## src/rtl/hsir_pkg.sv

```systemverilog
// Package: register map, field positions and reset values of the HDLC/slip interrupt block
package hsir_pkg;
  localparam logic [11:0] hsir_dl_status_addr = 12'h000;
  localparam logic [11:0] hsir_dl_irq_enable_addr = 12'h004;
  localparam logic [11:0] hsir_slip_status_addr = 12'h008;
  localparam int hsir_idle_bit = 0;
  localparam int hsir_abort_bit = 1;
  localparam int hsir_check_bit = 2;
  localparam int hsir_slip_bit = 5;
  localparam int hsir_empty_bit = 6;
  localparam int hsir_full_bit = 7;
  localparam logic [7:0] hsir_enable_reset = 8'h00;
  localparam logic [7:0] hsir_enable_mask = 8'h07;
  localparam logic [7:0] hsir_status_reset = 8'h00;
  localparam logic [7:0] hsir_idle_octet = 8'h7E;
  localparam int hsir_abort_ones = 7;
  localparam logic [1:0] hsir_resp_okay = 2'h0;
  localparam logic [1:0] hsir_resp_slverr = 2'h2;
endpackage

```

## src/rtl/hsir_slip_ctrl.sv

```systemverilog
// Transmit slip buffer occupancy tracker: delete on full write, repeat on empty read
`timescale 1ns/1ps
module hsir_slip_ctrl #(
  parameter int frame_words = 24,
  parameter int depth_frames = 2
) (
  input wire logic mclk,
  input wire logic resetn,
  input wire logic wr_strobe,
  input wire logic rd_strobe,
  output logic frame_deleted,
  output logic frame_repeated,
  output logic buf_full,
  output logic buf_empty
);
  localparam int max_words = frame_words * depth_frames;
  localparam int cw = $clog2(max_words + 1);
  localparam logic [cw-1:0] fw = cw'(frame_words);
  localparam logic [cw-1:0] mw = cw'(max_words);
  logic [cw-1:0] level;

  assign buf_full = (level == mw);
  assign buf_empty = (level == '0);

  // Full write drops one frame; empty read replays one frame
  always_ff @(posedge mclk or negedge resetn) begin
    if (!resetn) begin
      level <= '0;
      frame_deleted <= 1'b0;
      frame_repeated <= 1'b0;
    end else begin
      frame_deleted <= wr_strobe && buf_full; // [RQ4]
      frame_repeated <= rd_strobe && buf_empty; // [RQ5]
      if (wr_strobe && buf_full) begin
        level <= level - fw + cw'(rd_strobe ? 0 : 1);
      end else if (rd_strobe && buf_empty) begin
        level <= fw - cw'(wr_strobe ? 0 : 1);
      end else if (wr_strobe && !rd_strobe) begin
        level <= level + cw'(1);
      end else if (rd_strobe && !wr_strobe) begin
        level <= level - cw'(1);
      end
    end
  end
endmodule // hsir_slip_ctrl

```

## src/rtl/hsir_top.sv

```systemverilog
// Top: HDLC receive interrupt enables, status flags and transmit slip status over AXI4-Lite
//
// Notes on behaviour
// RQ1 - Check-error enable bit 2 gates its interrupt
// RQ2 - Abort enable bit 1 gates seven-ones interrupt
// RQ3 - Idle enable bit 0 gates 0x7E flag interrupt
// RQ4 - Write when full deletes frame, sets bit 7
// RQ5 - Read when empty repeats frame, sets bit 6
// RQ6 - Slip bit 5 set on delete or repeat
// RQ7 - Slip flags held until status read, zero reset
// RQ8 - Software reads full/empty to tell slip cause
// RQ9 - Link status flags bits 2..0, clear on read
// RQ10 - Interrupt when any enabled flag is set
`timescale 1ns/1ps
module hsir_top #(
  parameter int frame_words = 24,
  parameter int depth_frames = 2
) (
  input wire logic mclk,
  input wire logic resetn,
  input wire logic [11:0] s_axi_awaddr,
  input wire logic s_axi_awvalid,
  output logic s_axi_awready,
  input wire logic [31:0] s_axi_wdata,
  input wire logic [3:0] s_axi_wstrb,
  input wire logic s_axi_wvalid,
  output logic s_axi_wready,
  output logic [1:0] s_axi_bresp,
  output logic s_axi_bvalid,
  input wire logic s_axi_bready,
  input wire logic [11:0] s_axi_araddr,
  input wire logic s_axi_arvalid,
  output logic s_axi_arready,
  output logic [31:0] s_axi_rdata,
  output logic [1:0] s_axi_rresp,
  output logic s_axi_rvalid,
  input wire logic s_axi_rready,
  input wire logic rx_check_error,
  input wire logic rx_bit_valid,
  input wire logic rx_bit,
  input wire logic tx_slip_write,
  input wire logic tx_slip_read,
  output logic irq,
  output logic tx_slip_full,
  output logic tx_slip_empty
);
  ////////////////////////////////////////////////////////////////////////////
  logic [7:0] data_link_irq_enable;
  logic [7:0] data_link_status;
  logic [7:0] slip_buffer_irq_status;
  logic [7:0] shift;
  logic [3:0] ones_run;
  logic aw_held;
  logic w_held;
  logic [11:0] aw_addr;
  logic [31:0] w_data;
  logic [3:0] w_strb;
  logic do_write;
  logic do_read;
  logic rd_dl_status;
  logic rd_slip_status;
  logic abort_seen;
  logic flag_seen;
  logic deleted;
  logic repeated;
  logic full_now;
  logic empty_now;
  logic [7:0] next_shift;

  function automatic logic hsir_hit(input logic [11:0] a, input logic [11:0] r);
    return a[11:2] == r[11:2];
  endfunction

  ////////////////////////////////////////////////////////////////////////////
  // AXI4-Lite write channel: address and data taken in either order
  assign do_write = aw_held && w_held && !s_axi_bvalid;

  always_ff @(posedge mclk or negedge resetn) begin
    if (!resetn) begin
      aw_held <= 1'b0;
      w_held <= 1'b0;
      aw_addr <= '0;
      w_data <= '0;
      w_strb <= '0;
      s_axi_awready <= 1'b0;
      s_axi_wready <= 1'b0;
      s_axi_bvalid <= 1'b0;
      s_axi_bresp <= hsir_pkg::hsir_resp_okay;
    end else begin
      s_axi_awready <= !aw_held && !s_axi_awready && !s_axi_bvalid;
      s_axi_wready <= !w_held && !s_axi_wready && !s_axi_bvalid;
      if (s_axi_awvalid && s_axi_awready) begin
        aw_held <= 1'b1;
        aw_addr <= s_axi_awaddr;
        s_axi_awready <= 1'b0;
      end
      if (s_axi_wvalid && s_axi_wready) begin
        w_held <= 1'b1;
        w_data <= s_axi_wdata;
        w_strb <= s_axi_wstrb;
        s_axi_wready <= 1'b0;
      end
      if (do_write) begin
        aw_held <= 1'b0;
        w_held <= 1'b0;
        s_axi_bvalid <= 1'b1;
        s_axi_awready <= 1'b0;
        s_axi_wready <= 1'b0;
        if (hsir_hit(aw_addr, hsir_pkg::hsir_dl_irq_enable_addr) ||
            hsir_hit(aw_addr, hsir_pkg::hsir_dl_status_addr) ||
            hsir_hit(aw_addr, hsir_pkg::hsir_slip_status_addr)) begin
          s_axi_bresp <= hsir_pkg::hsir_resp_okay;
        end else begin
          s_axi_bresp <= hsir_pkg::hsir_resp_slverr;
        end
      end else if (s_axi_bvalid && s_axi_bready) begin
        s_axi_bvalid <= 1'b0;
      end
    end
  end

  ////////////////////////////////////////////////////////////////////////////
  // AXI4-Lite read channel; a taken read of a status register clears it
  assign do_read = s_axi_arvalid && s_axi_arready;
  assign rd_dl_status = do_read && hsir_hit(s_axi_araddr, hsir_pkg::hsir_dl_status_addr);
  assign rd_slip_status = do_read && hsir_hit(s_axi_araddr, hsir_pkg::hsir_slip_status_addr);

  always_ff @(posedge mclk or negedge resetn) begin
    if (!resetn) begin
      s_axi_arready <= 1'b0;
      s_axi_rvalid <= 1'b0;
      s_axi_rdata <= '0;
      s_axi_rresp <= hsir_pkg::hsir_resp_okay;
    end else begin
      s_axi_arready <= !s_axi_rvalid && !s_axi_arready;
      if (do_read) begin
        s_axi_arready <= 1'b0;
        s_axi_rvalid <= 1'b1;
        s_axi_rresp <= hsir_pkg::hsir_resp_okay;
        if (hsir_hit(s_axi_araddr, hsir_pkg::hsir_dl_irq_enable_addr)) begin
          s_axi_rdata <= {24'h000000, data_link_irq_enable};
        end else if (hsir_hit(s_axi_araddr, hsir_pkg::hsir_dl_status_addr)) begin
          s_axi_rdata <= {24'h000000, data_link_status};
        end else if (hsir_hit(s_axi_araddr, hsir_pkg::hsir_slip_status_addr)) begin
          s_axi_rdata <= {24'h000000, slip_buffer_irq_status};
        end else begin
          s_axi_rdata <= '0;
          s_axi_rresp <= hsir_pkg::hsir_resp_slverr;
        end
      end else if (s_axi_rvalid && s_axi_rready) begin
        s_axi_rvalid <= 1'b0;
      end
    end
  end

  ////////////////////////////////////////////////////////////////////////////
  // Enable register, writable low three bits only
  always_ff @(posedge mclk or negedge resetn) begin
    if (!resetn) begin
      data_link_irq_enable <= hsir_pkg::hsir_enable_reset;
    end else if (do_write && w_strb[0] &&
                 hsir_hit(aw_addr, hsir_pkg::hsir_dl_irq_enable_addr)) begin
      data_link_irq_enable <= w_data[7:0] & hsir_pkg::hsir_enable_mask;
    end
  end

  ////////////////////////////////////////////////////////////////////////////
  // Receive data link monitor: seven ones for abort, flag octet for idle
  assign next_shift = {rx_bit, shift[7:1]};
  assign abort_seen = rx_bit_valid && rx_bit &&
                      (ones_run == 4'(hsir_pkg::hsir_abort_ones - 1));
  assign flag_seen = rx_bit_valid && (next_shift == hsir_pkg::hsir_idle_octet);

  always_ff @(posedge mclk or negedge resetn) begin
    if (!resetn) begin
      shift <= '0;
      ones_run <= '0;
    end else if (rx_bit_valid) begin
      shift <= next_shift;
      if (!rx_bit) begin
        ones_run <= '0;
      end else if (ones_run != 4'hF) begin
        ones_run <= ones_run + 4'h1;
      end
    end
  end

  ////////////////////////////////////////////////////////////////////////////
  // Latched link status; a new event wins over the read clear
  always_ff @(posedge mclk or negedge resetn) begin
    if (!resetn) begin
      data_link_status <= hsir_pkg::hsir_status_reset;
    end else begin
      if (rd_dl_status) begin
        data_link_status <= hsir_pkg::hsir_status_reset; // [RQ9]
      end
      if (rx_check_error) begin
        data_link_status[hsir_pkg::hsir_check_bit] <= 1'b1; // [RQ9]
      end
      if (abort_seen) begin
        data_link_status[hsir_pkg::hsir_abort_bit] <= 1'b1; // [RQ9]
      end
      if (flag_seen) begin
        data_link_status[hsir_pkg::hsir_idle_bit] <= 1'b1; // [RQ9]
      end
    end
  end

  ////////////////////////////////////////////////////////////////////////////
  // Transmit slip buffer and its sticky status
  hsir_slip_ctrl #(
    .frame_words(frame_words),
    .depth_frames(depth_frames)
  ) u_slip (
    .mclk(mclk),
    .resetn(resetn),
    .wr_strobe(tx_slip_write),
    .rd_strobe(tx_slip_read),
    .frame_deleted(deleted),
    .frame_repeated(repeated),
    .buf_full(full_now),
    .buf_empty(empty_now)
  );

  always_ff @(posedge mclk or negedge resetn) begin
    if (!resetn) begin
      slip_buffer_irq_status <= hsir_pkg::hsir_status_reset; // [RQ7]
      tx_slip_full <= 1'b0;
      tx_slip_empty <= 1'b1;
    end else begin
      tx_slip_full <= full_now;
      tx_slip_empty <= empty_now;
      if (rd_slip_status) begin
        slip_buffer_irq_status <= hsir_pkg::hsir_status_reset; // [RQ7]
      end
      if (deleted) begin
        slip_buffer_irq_status[hsir_pkg::hsir_full_bit] <= 1'b1; // [RQ4]
        slip_buffer_irq_status[hsir_pkg::hsir_slip_bit] <= 1'b1; // [RQ6]
      end
      if (repeated) begin
        slip_buffer_irq_status[hsir_pkg::hsir_empty_bit] <= 1'b1; // [RQ5]
        slip_buffer_irq_status[hsir_pkg::hsir_slip_bit] <= 1'b1; // [RQ6]
      end
    end
  end

  ////////////////////////////////////////////////////////////////////////////
  // Interrupt request from enabled link flags
  always_ff @(posedge mclk or negedge resetn) begin
    if (!resetn) begin
      irq <= 1'b0;
    end else begin
      irq <= (data_link_status[hsir_pkg::hsir_check_bit] &
              data_link_irq_enable[hsir_pkg::hsir_check_bit]) | // [RQ1] [RQ10]
             (data_link_status[hsir_pkg::hsir_abort_bit] &
              data_link_irq_enable[hsir_pkg::hsir_abort_bit]) | // [RQ2]
             (data_link_status[hsir_pkg::hsir_idle_bit] &
              data_link_irq_enable[hsir_pkg::hsir_idle_bit]); // [RQ3]
    end
  end
endmodule // hsir_top

```

## config.mk

```make
export PLATFORM = sky130hd
export DESIGN_NAME = hsir_top
export DESIGN_NICKNAME = d
export VERILOG_FILES = /design/src/rtl/hsir_pkg.sv /design/src/rtl/hsir_slip_ctrl.sv /design/src/rtl/hsir_top.sv
export SDC_FILE = /design/constraint.sdc
export NUM_CORES = 1
export LEC_CHECK = 0
export ABC_AREA = 1
export BUFFER_PORTS_ARGS = -buffer_cell sky130_fd_sc_hd__buf_2
export CORE_ASPECT_RATIO = 1.1
export CORE_MARGIN = 2
export CORE_UTILIZATION = 41
export DETAILED_ROUTE_END_ITERATION = 10
export GPL_TIMING_DRIVEN = 0
export PLACE_DENSITY = 0.7
export SYNTH_ARGS = -nofsm -noshare
export SYNTH_HDL_FRONTEND = slang
export SYNTH_SLANG_ARGS = --single-unit
```

## constraint.sdc

```tcl
create_clock -name mclk -period 3 [get_ports mclk]
set_input_delay 0.3 -clock mclk [delete_from_list [all_inputs] [get_ports mclk]]
set_output_delay 0.3 -clock mclk [all_outputs]
set_load 0.01 [all_outputs]
```

==> out/results.tsv <==
stage	metric	value	unit
run_status	status	finished clean	
synthesis	Seq cells post-synth	60	
drt	Via density	4.50	
synthesis	ys flop type	dfrtp_1	
sta	fin worst setup slack	1.31	ns
placement	Detailed Place HPWL	4570	um
final_layout	layout cells sized above 1	0.247	
floorplan	Die Ht	95.5	um
synthesis	Post-synth EDFFs	0	
power	total power	2.69	mW
clocking	clk slew on worst S/H paths	0.06	ns
worst_hold_path	Hold Crit Class	in2async	
placement	Setup WS pre-CTS	0.997	ns
synthesis	Seq/Total Area, Yosys	0.482	
sta	final setup TNS	0	ns
sta	Final setup violation count	0	
clocking	CTS tree	yes	
synthesis	ranking of synthesized cells by area	dfrtp_1 47%, nand2_1 14%, buf_4 7.0%	
synthesis	Yosys top cell area share	0.473	
sta	max-slew violation count	0	
sta	Slew @ Worst Pin	0.732	ns
drt	DRT iter0 DRCs	111	
drt	Avg WL per Cell	10.7	um
power	Lkg Pwr	2.11	nW
sta	RSZ-0062 raised after global routing	false	
clocking	Post-CTS Resized	0	
final_layout	nets	544	
drt	wl on met1	2520	um
clocking	Post-CTS Setup Inserts	0	
grt	first-pass GRT wire length	9920	um
sta	Slew HR	0.512	
sta	highest achievable clock rate	592	MHz
clocking	clock sink count	60	
critical_path	Worst Path Max Fanout	6	
synthesis	dominant cell type by area after synthesis	dfrtp_1	
critical_path	reg2reg end	u_slip.level[4]$_DFFE_PN0P_	
floorplan	die span in x	87.2	um
critical_path	crit start category	register	
critical_path	CP endpoint kind	register	
drt	routed wl met2	3020	um
final_layout	final antenna diode count	0	
placement	Port-buffer cells	50	
floorplan	Die Area	8330	um^2
critical_path	R2R setup slack	1.31	ns
synthesis	synth cell count leaders	120 x nand2_1, 59 x dfrtp_1, 37 x inv_1	
synthesis	Post-synth ARST share	1.00	
grt	largest net degree at the start of global routing	61	
critical_path	R2R cell count	7	
grt	total congestion overflow	0	
critical_path	Worst R2R Start	u_slip.level[0]$_DFFE_PN0P_	
critical_path	CP Class	reg2reg	
synthesis	cell with the most instances after synthesis	nand2_1	
synthesis	post-synthesis cell type count	36	
synthesis	synthesized cell area	3120	um^2
drt	final wirelength	5890	um
clocking	cts bufs inserted	9	
sta	final worst path period share	0.563	
grt	vias in the first global route	2407	
drt	Post-DRT Antenna Nets	0	
sta	min Tclk post-route	1.69	ns
clocking	# hold bufs at CTS	0	
drt	DRT Pass-1 Iters	4	
critical_path	data arrival time of the critical path	1.91	ns
clocking	H-Tree Depth	3	
floorplan	initial core utilization	0.420	
drt	drc violations	0	
final_layout	Synth-to-Final Area Change	20.2	%
grt	GR Util All Layers	0.152	
clocking	Clk Latency, worst-skew pair	0.33	ns
sta	final count of hold timing violations	0	
final_layout	Fillers	731	
synthesis	warnings from Yosys	0	
synthesis	Mapped Cells	373	
drt	max layer used	met4	
floorplan	IO Pins	116	
floorplan	core area	7430	um^2
clocking	CTS Root Cell	clkbuf_8	
run	# Max-Cap Violations	0	
power	pwr/cell area	716	nW/um^2
synthesis	Mean Syn Cell Area	8.37	um^2
clocking	CTS max path bufs	2	
grt	initial antenna violation count	0	
critical_path	Crit path required time	3.22	ns
floorplan	row count	33	
power	maximum vdd drop	0.209	mV
sta	clk_skew	0.00597	ns
placement	RD Place Congestion	0.825	
drt	vias	2482	
drt	Met3 Wirelength	261	um
==> worst max-delay path, cell delays in order (launching register included) <==
cell,delay (ns)
dfrtp_1,0.48
inv_1,0.12
fa_1,0.46
nand3b_1,0.19
nand2_1,0.09
xor2_1,0.06
o21ai_1,0.12
nand2_1,0.06
==> placed cells by master, fill, tap and decap left out <==
cell type / Yosys / layout
a21o_1: 1 / 1
a21oi_1: 5 / 5
a31oi_1: 1 / 1
buf_2: 2 / 51
buf_4: 29 / 30
clkbuf_1: 1 / 3
clkbuf_8: 0 / 11
clkinv_1: 1 / 1
clkinv_2: 0 / 2
conb_1: 1 / 28
dfrtp_1: 59 / 59
dfstp_2: 1 / 1
fa_1: 1 / 1
ha_1: 10 / 10
inv_1: 37 / 37
inv_2: 3 / 3
nand2_1: 120 / 120
nand2_4: 1 / 1
nand3_1: 21 / 21
nand3_2: 3 / 3
nand3_4: 1 / 1
nand3b_1: 2 / 2
nand4_1: 7 / 7
nand4_2: 2 / 2
nor2_1: 22 / 22
nor2_2: 5 / 5
nor2_4: 3 / 3
nor3_1: 2 / 2
nor3_2: 1 / 1
o21ai_0: 12 / 12
o21ai_1: 10 / 10
o21bai_1: 1 / 1
o31ai_1: 1 / 1
o41ai_1: 1 / 1
or2_1: 2 / 2
or2_2: 1 / 1
xnor2_1: 1 / 1
xor2_1: 2 / 2
==> sequential cells by signal, summed over array words and instances, names as in the netlist, 3 cells and up <==
signal / count
ones_run: 4
s_axi_rdata: 6
w_data: 3
data_link_irq_enable: 3
aw_addr: 10
data_link_status: 3
shift: 7
slip_buffer_irq_status: 3
u_slip.level: 6
==> logic make-up after synthesis <==
| family | synth area share |
|---|---|
| other | 0.00120 |
| adder cells (fa/ha/maj) | 0.0465 |
| flip-flops | 0.482 |
| AO/OA/AOI/OAI | 0.0553 |
| AND/OR/NAND/NOR | 0.283 |
| buffers and inverters | 0.123 |
| XOR/XNOR | 0.00842 |
==> metrics by stage <==
step	hold WS (ns)	cell area, um^2	utilization	instances
after floorplan	0.00441	3220	-	400
after global placement	0.430	3580	0.482	537
after detailed placement	0.438	3580	0.482	537
after CTS	0.134	3750	0.505	552
after global routing	0.0918	3750	0.505	552
final	0.0281	3750	0.505	552
==> area by class of cell <==
cell class / instances / area [um^2] / area share
clock inverters: 2 / 10.0 / 0.00267
well taps: 87 / 109 / 0.0290
inverters: 41 / 154 / 0.0410
flip-flops and latches: 60 / 1500 / 0.400
plain buffers: 32 / 231 / 0.0617
repair buffers: 50 / 253 / 0.0674
multi-input cells: 267 / 1330 / 0.355
clock buffers: 13 / 159 / 0.0423
==> metal layers <==
layer  global-route usage  vias to the layer above
li1                     -                     1297
met1                0.168                     1118
met2                0.275                       60
met3               0.0424                        7
met4               0.0577                        0
met5                    0                        -
==> worst max-delay path by stage <==
stage / from / end / slack, ns / cells after the start
floorplan: tx_slip_read / u_slip.level[4]$_DFFE_PN0P_ / 1.35 / 9
global placement: tx_slip_read / u_slip.level[4]$_DFFE_PN0P_ / 1.05 / 10
detailed placement: tx_slip_read / u_slip.level[5]$_DFFE_PN0P_ / 1.0 / 12
CTS: u_slip.level[0]$_DFFE_PN0P_ / u_slip.level[4]$_DFFE_PN0P_ / 1.28 / 7
global route: u_slip.level[0]$_DFFE_PN0P_ / u_slip.level[4]$_DFFE_PN0P_ / 1.16 / 7
finish: u_slip.level[0]$_DFFE_PN0P_ / u_slip.level[4]$_DFFE_PN0P_ / 1.31 / 7
==> where the power goes <==
part,switching (mW),internal [mW]
Sequential,0.184,1.03
Combinational,0.498,0.359
Clock,0.281,0.338
Total,0.963,1.72
No activity file was read; power rests on OpenSTA's default activity.
